### config.mk
export PLATFORM = sky130hd
export DESIGN_NAME = pll_status_config_regs
export DESIGN_NICKNAME = d
export VERILOG_FILES = /design/src/core/pll_regs_pkg.sv /design/src/core/osc_sync.sv /design/src/core/lock_timer.sv /design/src/core/pll_status_config_regs.sv
export SDC_FILE = /design/constraint.sdc
export NUM_CORES = 1
export LEC_CHECK = 0
export ABC_AREA = 1
export BUFFER_PORTS_ARGS = -buffer_cell sky130_fd_sc_hd__buf_2
export CAP_MARGIN = 20
export CORE_MARGIN = 1
export CORE_UTILIZATION = 35
export DETAILED_ROUTE_END_ITERATION = 8
export SLEW_MARGIN = 5
export SYNTH_ARGS = -nofsm -noshare
export SYNTH_HDL_FRONTEND = slang
export SYNTH_SLANG_ARGS = --single-unit
### constraint.sdc
create_clock -name clk_sys -period 2.1 [get_ports clk_sys]
set_clock_uncertainty 0.2 [all_clocks]
set_input_delay 0.315 -clock clk_sys [delete_from_list [all_inputs] [get_ports clk_sys]]
set_output_delay 0.315 -clock clk_sys [all_outputs]
set_load 0.01 [all_outputs]
### src/core/pll_regs_pkg.sv
// Register map, field layout and reset values of the PLL status and configuration block
package pll_regs_pkg;

  localparam logic [31:0] ADDR_PLL_TRIGGER = 32'hFF42_5000;
  localparam logic [31:0] ADDR_PLL_STATUS = 32'hFF42_5004;
  localparam logic [31:0] ADDR_PLL_FREQ_CONTROL = 32'hFF42_5008;
  localparam logic [31:0] ADDR_PLL_LOCK_TIME = 32'hFF42_500C;
  localparam logic [31:0] ADDR_IRQ_STATUS = 32'hFF42_5010;
  localparam logic [31:0] ADDR_IRQ_MASK = 32'hFF42_5014;

  localparam int TRG_START_BIT = 0;
  localparam int TRG_STOP_BIT = 1;

  localparam int STAT_STABLE_BIT = 0;
  localparam int STAT_ACTIVE_BIT = 1;
  localparam int STAT_ENABLED_BIT = 2;

  localparam int POSTDIV_LSB = 8;
  localparam int POSTDIV_W = 2;
  localparam int MULT_LSB = 0;
  localparam int MULT_W = 5;
  localparam int LOCKSEL_LSB = 0;
  localparam int LOCKSEL_W = 3;

  localparam int IRQ_LOCKED_BIT = 0;
  localparam int IRQ_STOPPED_BIT = 1;
  localparam int IRQ_W = 2;

  localparam logic [31:0] PLL_STATUS_RST = 32'h0000_0000;
  localparam logic [31:0] PLL_FREQ_CONTROL_RST = 32'h0000_0000;
  localparam logic [31:0] PLL_LOCK_TIME_RST = 32'h0000_0000;
  localparam logic [IRQ_W-1:0] IRQ_RST = 2'h0;

  // Lock wait is 2^(LOCK_BASE_EXP + code) counter-clock ticks
  localparam int LOCK_BASE_EXP = 7;
  localparam int LOCK_CNT_W = 16;

  typedef enum logic [1:0] {PLL_OFF, PLL_LOCKING, PLL_LOCKED} pll_state_t;

endpackage

### src/core/osc_sync.sv
// Two-stage synchroniser with rising-edge pulse for an oscillator clock or level
`timescale 1ns/1ps
module osc_sync (
  input wire logic clk_sys,
  input wire logic srst,
  input wire logic asyncIn,
  output logic level,
  output logic rise
);

  typedef struct packed {
    logic s1;
    logic s2;
    logic s3;
  } sync_t;

  sync_t st;
  sync_t next_st;

  always_comb begin
    next_st = st;
    next_st.s1 = asyncIn;
    next_st.s2 = st.s1;
    next_st.s3 = st.s2;
    if (srst) begin
      next_st = '0;
    end
  end

  always_ff @(posedge clk_sys) begin
    st <= next_st;
  end

  // Only the second and third stages feed logic; s1 may be metastable
  assign level = st.s2;
  assign rise = st.s2 & ~st.s3;

endmodule

### src/core/lock_timer.sv
// Stabilization counter: counts oscillator ticks while running, flags done at the target
`timescale 1ns/1ps
module lock_timer
  import pll_regs_pkg::*;
#(
  parameter int BASE_EXP = LOCK_BASE_EXP
) (
  input wire logic clk_sys,
  input wire logic srst,
  input wire logic run,
  input wire logic tick,
  input wire logic [LOCKSEL_W-1:0] code,
  output logic done
);

  typedef struct packed {
    logic [LOCK_CNT_W-1:0] count;
    logic done;
  } timer_t;

  timer_t st;
  timer_t next_st;
  logic [LOCK_CNT_W-1:0] target;
  logic [LOCK_CNT_W-1:0] countInc;

  // 2^(BASE_EXP + code) ticks; with code 7 that is 16384
  always_comb begin
    target = LOCK_CNT_W'(16'h0001) << (LOCK_CNT_W'(BASE_EXP) + LOCK_CNT_W'(code));
    countInc = st.count + LOCK_CNT_W'(16'h0001);
  end

  always_comb begin
    next_st = st;
    if (!run) begin
      next_st.count = '0;
      next_st.done = 1'b0;
    end else if (tick && !st.done) begin
      next_st.count = countInc;
      if (countInc == target) begin
        next_st.done = 1'b1;
      end
    end
    if (srst) begin
      next_st = '0;
    end
  end

  always_ff @(posedge clk_sys) begin
    st <= next_st;
  end

  assign done = st.done;

endmodule

### src/core/pll_status_config_regs.sv
// PLL status, frequency control and lock-time registers with start/stop and lock sequencing
//
// How it works
// - Status word is read-only, whole 32-bit reads; writes to it are ignored.
// - Any reset clears status, control and lock-time registers to zero.
// - Status bit 2 reads 1 while the PLL is enabled.
// - Status bit 1 reads 1 while the PLL is active.
// - Status bit 0 reads 1 once the PLL output is stable.
// - Control and lock-time writes are taken only while the PLL is disabled.
// - Control register holds a 32-bit read/write frequency setting.
// - Multiplier value equals the 5-bit field plus one.
// - Lock-time register is 32-bit read/write; bits 2:0 select the wait.
// - Wait lasts 2^(7+code) counter ticks: 128 up to 16384.
// - Counter normally ticks from the high-speed internal oscillator.
// - With high-speed oscillator disabled, counter ticks from the low-speed oscillator.
// - Start trigger written 1 starts an inactive PLL; reads back 0.
// - Stop trigger written 1 stops an active PLL; reads back 0.
//
// The plain strobed port is this design's own decision.
`timescale 1ns/1ps
module pll_status_config_regs
  import pll_regs_pkg::*;
#(
  parameter int BASE_EXP = LOCK_BASE_EXP
) (
  input wire logic clk_sys,
  input wire logic srst,
  input wire logic [31:0] addr,
  input wire logic [31:0] wdata,
  input wire logic wrEn,
  input wire logic rdEn,
  output logic [31:0] rdata,
  input wire logic hsOscClk,
  input wire logic lsOscClk,
  input wire logic hsOscEnabledFlag,
  output logic pllRun,
  output logic pllStableFlag,
  output logic [POSTDIV_W-1:0] postDividerSel,
  output logic [MULT_W:0] multiplierValue,
  output logic irq
);

  typedef struct packed {
    pll_state_t state;
    logic pllEnabledFlag;
    logic pllActiveFlag;
    logic pllStableFlag;
    logic [31:0] freqControl;
    logic [31:0] lockTime;
    logic [IRQ_W-1:0] irqStatus;
    logic [IRQ_W-1:0] irqMask;
    logic [POSTDIV_W-1:0] postDiv;
    logic [MULT_W:0] multValue;
    logic [31:0] rdata;
    logic irq;
  } regs_t;

  regs_t st;
  regs_t next_st;

  logic hsEnabledSync;
  logic hsTick;
  logic lsTick;
  logic counterTick;
  logic lockDone;
  logic wrTrigger;
  logic wrControl;
  logic wrLockTime;
  logic wrIrqStatus;
  logic wrIrqMask;
  logic startReq;
  logic stopReq;
  logic [IRQ_W-1:0] irqEvents;
  logic [31:0] statusWord;
  logic [31:0] readMux;

  // Oscillator clocks are far slower than clk_sys, so they are sampled, not used as clocks
  osc_sync u_hs_clk (
    .clk_sys(clk_sys),
    .srst(srst),
    .asyncIn(hsOscClk),
    .level(),
    .rise(hsTick)
  );

  osc_sync u_ls_clk (
    .clk_sys(clk_sys),
    .srst(srst),
    .asyncIn(lsOscClk),
    .level(),
    .rise(lsTick)
  );

  osc_sync u_hs_en (
    .clk_sys(clk_sys),
    .srst(srst),
    .asyncIn(hsOscEnabledFlag),
    .level(hsEnabledSync),
    .rise()
  );

  // Source switches automatically; a switch mid-wait keeps the count already reached
  always_comb begin
    if (hsEnabledSync) begin
      counterTick = hsTick;
    end else begin
      counterTick = lsTick;
    end
  end

  lock_timer #(
    .BASE_EXP(BASE_EXP)
  ) u_timer (
    .clk_sys(clk_sys),
    .srst(srst),
    .run(st.pllActiveFlag),
    .tick(counterTick),
    .code(st.lockTime[LOCKSEL_LSB +: LOCKSEL_W]),
    .done(lockDone)
  );

  // Register decode
  always_comb begin
    wrTrigger = wrEn && (addr == ADDR_PLL_TRIGGER);
    wrControl = wrEn && (addr == ADDR_PLL_FREQ_CONTROL);
    wrLockTime = wrEn && (addr == ADDR_PLL_LOCK_TIME);
    wrIrqStatus = wrEn && (addr == ADDR_IRQ_STATUS);
    wrIrqMask = wrEn && (addr == ADDR_IRQ_MASK);
    startReq = wrTrigger && wdata[TRG_START_BIT] && !st.pllActiveFlag;
    stopReq = wrTrigger && wdata[TRG_STOP_BIT] && st.pllActiveFlag;
  end

  always_comb begin
    statusWord = PLL_STATUS_RST;
    statusWord[STAT_ENABLED_BIT] = st.pllEnabledFlag;
    statusWord[STAT_ACTIVE_BIT] = st.pllActiveFlag;
    statusWord[STAT_STABLE_BIT] = st.pllStableFlag;
  end

  // Triggers read back as zero; unmapped addresses read zero
  always_comb begin
    case (addr)
      ADDR_PLL_TRIGGER: readMux = 32'h0000_0000;
      ADDR_PLL_STATUS: readMux = statusWord;
      ADDR_PLL_FREQ_CONTROL: readMux = st.freqControl;
      ADDR_PLL_LOCK_TIME: readMux = st.lockTime;
      ADDR_IRQ_STATUS: readMux = {{(32-IRQ_W){1'b0}}, st.irqStatus};
      ADDR_IRQ_MASK: readMux = {{(32-IRQ_W){1'b0}}, st.irqMask};
      default: readMux = 32'h0000_0000;
    endcase
  end

  always_comb begin
    next_st = st;
    irqEvents = '0;

    case (st.state)
      PLL_OFF: begin
        if (startReq) begin
          next_st.state = PLL_LOCKING;
          next_st.pllEnabledFlag = 1'b1;
          next_st.pllActiveFlag = 1'b1;
        end
      end
      PLL_LOCKING: begin
        if (stopReq) begin
          next_st.state = PLL_OFF;
          next_st.pllEnabledFlag = 1'b0;
          next_st.pllActiveFlag = 1'b0;
          irqEvents[IRQ_STOPPED_BIT] = 1'b1;
        end else if (lockDone) begin
          next_st.state = PLL_LOCKED;
          next_st.pllStableFlag = 1'b1;
          irqEvents[IRQ_LOCKED_BIT] = 1'b1;
        end
      end
      PLL_LOCKED: begin
        if (stopReq) begin
          next_st.state = PLL_OFF;
          next_st.pllEnabledFlag = 1'b0;
          next_st.pllActiveFlag = 1'b0;
          next_st.pllStableFlag = 1'b0;
          irqEvents[IRQ_STOPPED_BIT] = 1'b1;
        end
      end
      default: begin
        next_st.state = PLL_OFF;
        next_st.pllEnabledFlag = 1'b0;
        next_st.pllActiveFlag = 1'b0;
        next_st.pllStableFlag = 1'b0;
      end
    endcase

    // Refused while enabled, so a running PLL never sees its setting change under it
    if (wrControl && !st.pllEnabledFlag) begin
      next_st.freqControl = wdata;
    end
    if (wrLockTime && !st.pllEnabledFlag) begin
      next_st.lockTime = wdata;
    end

    next_st.postDiv = next_st.freqControl[POSTDIV_LSB +: POSTDIV_W];
    next_st.multValue = {1'b0, next_st.freqControl[MULT_LSB +: MULT_W]} + 6'h01;

    if (wrIrqMask) begin
      next_st.irqMask = wdata[IRQ_W-1:0];
    end
    // Write-one-to-clear, but a new event in the same cycle wins
    if (wrIrqStatus) begin
      next_st.irqStatus = st.irqStatus & ~wdata[IRQ_W-1:0];
    end
    next_st.irqStatus = next_st.irqStatus | irqEvents;
    next_st.irq = |(next_st.irqStatus & next_st.irqMask);

    if (rdEn) begin
      next_st.rdata = readMux;
    end else begin
      next_st.rdata = 32'h0000_0000;
    end

    if (srst) begin
      next_st.state = PLL_OFF;
      next_st.pllEnabledFlag = 1'b0;
      next_st.pllActiveFlag = 1'b0;
      next_st.pllStableFlag = 1'b0;
      next_st.freqControl = PLL_FREQ_CONTROL_RST;
      next_st.lockTime = PLL_LOCK_TIME_RST;
      next_st.irqStatus = IRQ_RST;
      next_st.irqMask = IRQ_RST;
      next_st.postDiv = PLL_FREQ_CONTROL_RST[POSTDIV_LSB +: POSTDIV_W];
      next_st.multValue = {1'b0, PLL_FREQ_CONTROL_RST[MULT_LSB +: MULT_W]} + 6'h01;
      next_st.rdata = 32'h0000_0000;
      next_st.irq = 1'b0;
    end
  end

  always_ff @(posedge clk_sys) begin
    st <= next_st;
  end

  assign rdata = st.rdata;
  assign pllRun = st.pllActiveFlag;
  assign pllStableFlag = st.pllStableFlag;
  assign postDividerSel = st.postDiv;
  assign multiplierValue = st.multValue;
  assign irq = st.irq;

endmodule

==> results.tsv <==
stage	metric	value	unit
placed_design	# port buffers	113	
synth	Gate Count Post-Synth	911	
setup_path	WP data required	2.25	ns
cells_and_area	Final #Nets	1100	
cells_and_area	final std cells w/o fill	1266	
cts	clock latency on the worst-skew pair	0.42	ns
setup_path	Crit-path slowest cell	dfxtp_1	
sta	f_max	530	MHz
synth	#FFs+latches synth	136	
placed_design	routability cong.	0.828	
cts	TritonCTS clock tree	yes	
cells_and_area	# fillers	1880	
cts	Max Buffers Root-to-Sink	2	
synth	Synth Area per Inst	7.20	um2
cells_and_area	Final Cell Area	8100	um2
pwr	PwrDens	724	nW/um2
placed_design	Cells after DPL	1210	
floorplan	Ports	114	
placed_design	post-DP HPWL	11.2	mm
floorplan	Core ar.	18100	um2
floorplan	Die H	139	um
pwr	total power	0.00586	W
floorplan	effective utilization at floorplan	36.1	%
setup_path	CP Launch Type	register	
worst_hold_path	hold crit path type	primary input to register	
cts	Clock Pin Slew Worst Setup and Hold Paths	0.07	ns
cells_and_area	area delta synth->final	23.4	%
cells_and_area	commonest non-fill, non-tap cell in the layout	inv_1	
grt	Global Route met1 Usage	21.6	%
setup_path	FF-to-FF setup slack	0.21	ns
setup_path	Slowest Stage Delay on Critical Path	0.44	ns
setup_path	kind of critical path	register to register	
sta	RSZ-0062 raised after global routing	false	
detailed_routing	routed vias	5834	
sta	fin crit share	89.8	%
sta	Final min period	1.89	ns
synth	post-synth cell types	31	
grt	met3 Use GR	4.25	%
setup_path	CP Cell Sequence	nand2_1 > nor2_1 > nand2_1 > nor2_1 > nand2_1 > nand2_1 > nand2_1 > nor2_1 > nand2_1 > nor2_1 > nor2_1 > nor2_1	
synth	synth warn	0	
floorplan	Die ar.	19300	um2
setup_path	Critical Path AT	2.04	ns
detailed_routing	WL/cell	12.4	um
cts	CTS buffer count	17	
grt	vias in the first global route	5510	
grt	pin count of the biggest net entering global routing	52	
sta	Slew Viols, Final	0	
detailed_routing	DRC viols	6	
floorplan	Die W	139	um
grt	Total Routing Usage GR	16.8	%
setup_path	Worst R2R End	u_timer.done	
cts	htree depth	4	
grt	initial antenna violation count	1	
cts	clock sink count	136	
grt	M2 GR Usage	27.4	%
pwr	Leak	3.33	nW
sta	slew margin rel.	70.7	%
setup_path	CP Capture Type	register	
worst_hold_path	worst hold path stage count	3	
run	maxcap violations	0	
cells_and_area	Finished Core Util	44.6	%
sta	# setup viols final	0	
placed_design	post-place instance area	7220	um2
sta	Worst Tran Pin Value	0.439	ns
floorplan	row count	49	
cells_and_area	most frequent cells in the layout	inv_1 (168), dfxtp_1 (133), nand2_1 (122)	
setup_path	CP max FO	6	
synth	syn_nets	988	
synth	Post-Syn Area	6560	um2
synth	sequential fraction of the synthesis area	41.5	%
cells_and_area	layout cells sized above 1	24.3	%
run_status	violated checks	DRC	
worst_hold_path	min-delay src	wdata[5]	
detailed_routing	vias per std cell	4.61	
cts	Clock Tree Root	clkbuf_16	
sta	final hold viol count	0	
grt	GR peak layer	met2	
setup_path	Reg2Reg Depth	12	
grt	grt ovf	0	
sta	Setup TNS	0	ns
detailed_routing	initial detailed-routing violation count	231	
setup_path	worst r2r src	u_timer.st[9]	
worst_hold_path	WHS Endpoint	st[82]	
detailed_routing	drt first pass iters	7	
detailed_routing	Routed Antenna Nets	0	
pwr	worst vdd ir	0.570	mV
detailed_routing	routed wire length	15.7	mm
run_status	status	finished with violations	
grt	global-route wire length before repair	26.2	mm
## sequential cells by signal, summed over array words and instances (netlist names)
| signal | flops |
|---|---|
| irq | 1 |
| multiplierValue | 6 |
| pllStableFlag | 1 |
| rdata | 32 |
| st | 71 |
| u_hs_clk.level | 1 |
| u_hs_clk.st | 2 |
| u_hs_en.level | 1 |
| u_hs_en.st | 1 |
| u_ls_clk.level | 1 |
| u_ls_clk.st | 2 |
| u_timer.done | 1 |
| u_timer.st | 16 |
## worst max-delay path by stage
stage                  startpoint  slack [ns]                  to  cells past startpoint
CTS                 u_timer.st[1]        0.08        u_timer.done                     13
finish              u_timer.st[9]        0.21        u_timer.done                     12
global route        u_timer.st[1]       0.003        u_timer.done                     13
global placement          addr[9]        0.01  multiplierValue[4]                     16
detailed placement        addr[9]       -0.04  multiplierValue[4]                     16
floorplan                 addr[9]        0.17  multiplierValue[4]                     13
## timing repair
item                                   4_1_cts  5_1_grt
setup endpoints to repair                    0        1
hold buffers                                23        0
endpoints found under the hold margin       33        0
resized for setup                            0       16
setup buffers                                0        0
## synthesized netlist by cell type
master	number	area share [%]
ha_1	6	1.1
o21ai_1	11	0.84
buf_2	8	0.61
nand3b_1	6	0.69
nor2_2	36	3.4
nor3_1	5	0.38
nand4_1	16	1.5
nand2_1	123	7.0
o211ai_1	1	0.11
o21bai_1	3	0.34
a21oi_1	76	5.8
o22ai_1	29	2.8
nor3_2	1	0.15
nand2_2	6	0.57
nor2_4	5	0.86
nand4_2	1	0.19
o21ai_2	1	0.13
o21ai_0	70	5.3
a31oi_1	3	0.29
dfxtp_1	136	42
nand3_2	5	0.76
nor3_4	1	0.25
a211oi_1	1	0.11
nand3_1	41	3.1
nand2_4	4	0.69
buf_6	8	1.4
inv_2	7	0.40
inv_1	168	9.6
nor2_1	77	4.4
buf_4	41	4.7
clkbuf_1	15	0.86
## per-stage QoR
step	setup slack [ns]	hold WS (ns)
after floorplan	0.174	0.188
after global placement	0.0142	0.192
after detailed placement	-0.0350	0.195
after CTS	0.0832	0.000917
after global routing	0.00291	0.0226
final	0.213	0.00878
## critical path: cells and delay by family, from the launching register on
family        cells  cell delay [ns]
simple gates     12             1.20
flops             1             0.44
## cell families (layout without fill, tap and decap cells)
kind of cell    Yosys count  in the layout  share of synthesized area, %
other cells               0              1                             0
buf+inv                 247            372                          17.5
fa+ha+maj                 6              6                          1.14
flops                   136            136                          41.5
simple gates            327            327                          24.1
compound gates          195            195                          15.7
## power by group
part,switching [W],internal [W]
combinational,0.000177,0.000140
sequential,0.0000109,0.00259
clock,0.00126,0.00168
total,0.00145,0.00441
## routing by layer
layer	share of wire [%]	routed length (um)	vias to the layer above
met5	0	0	-
met4	1.1	180	0
met3	4.3	683	13
met2	46	7310	122
met1	48	7550	2618
li1	-	-	3081
## final cells by class
cell class / instances / area, um2 / share of cell area, %
multi-input combinational: 528 / 2740 / 33.9
sequential: 136 / 2730 / 33.7
timing repair buffer: 165 / 1100 / 13.6
inverter: 175 / 657 / 8.11
clock buffer: 17 / 425 / 5.26
tap: 229 / 287 / 3.54
clock inverter: 15 / 155 / 1.92
antenna: 1 / 2.50 / 0.0309
(Power assumes the default switching activity.)
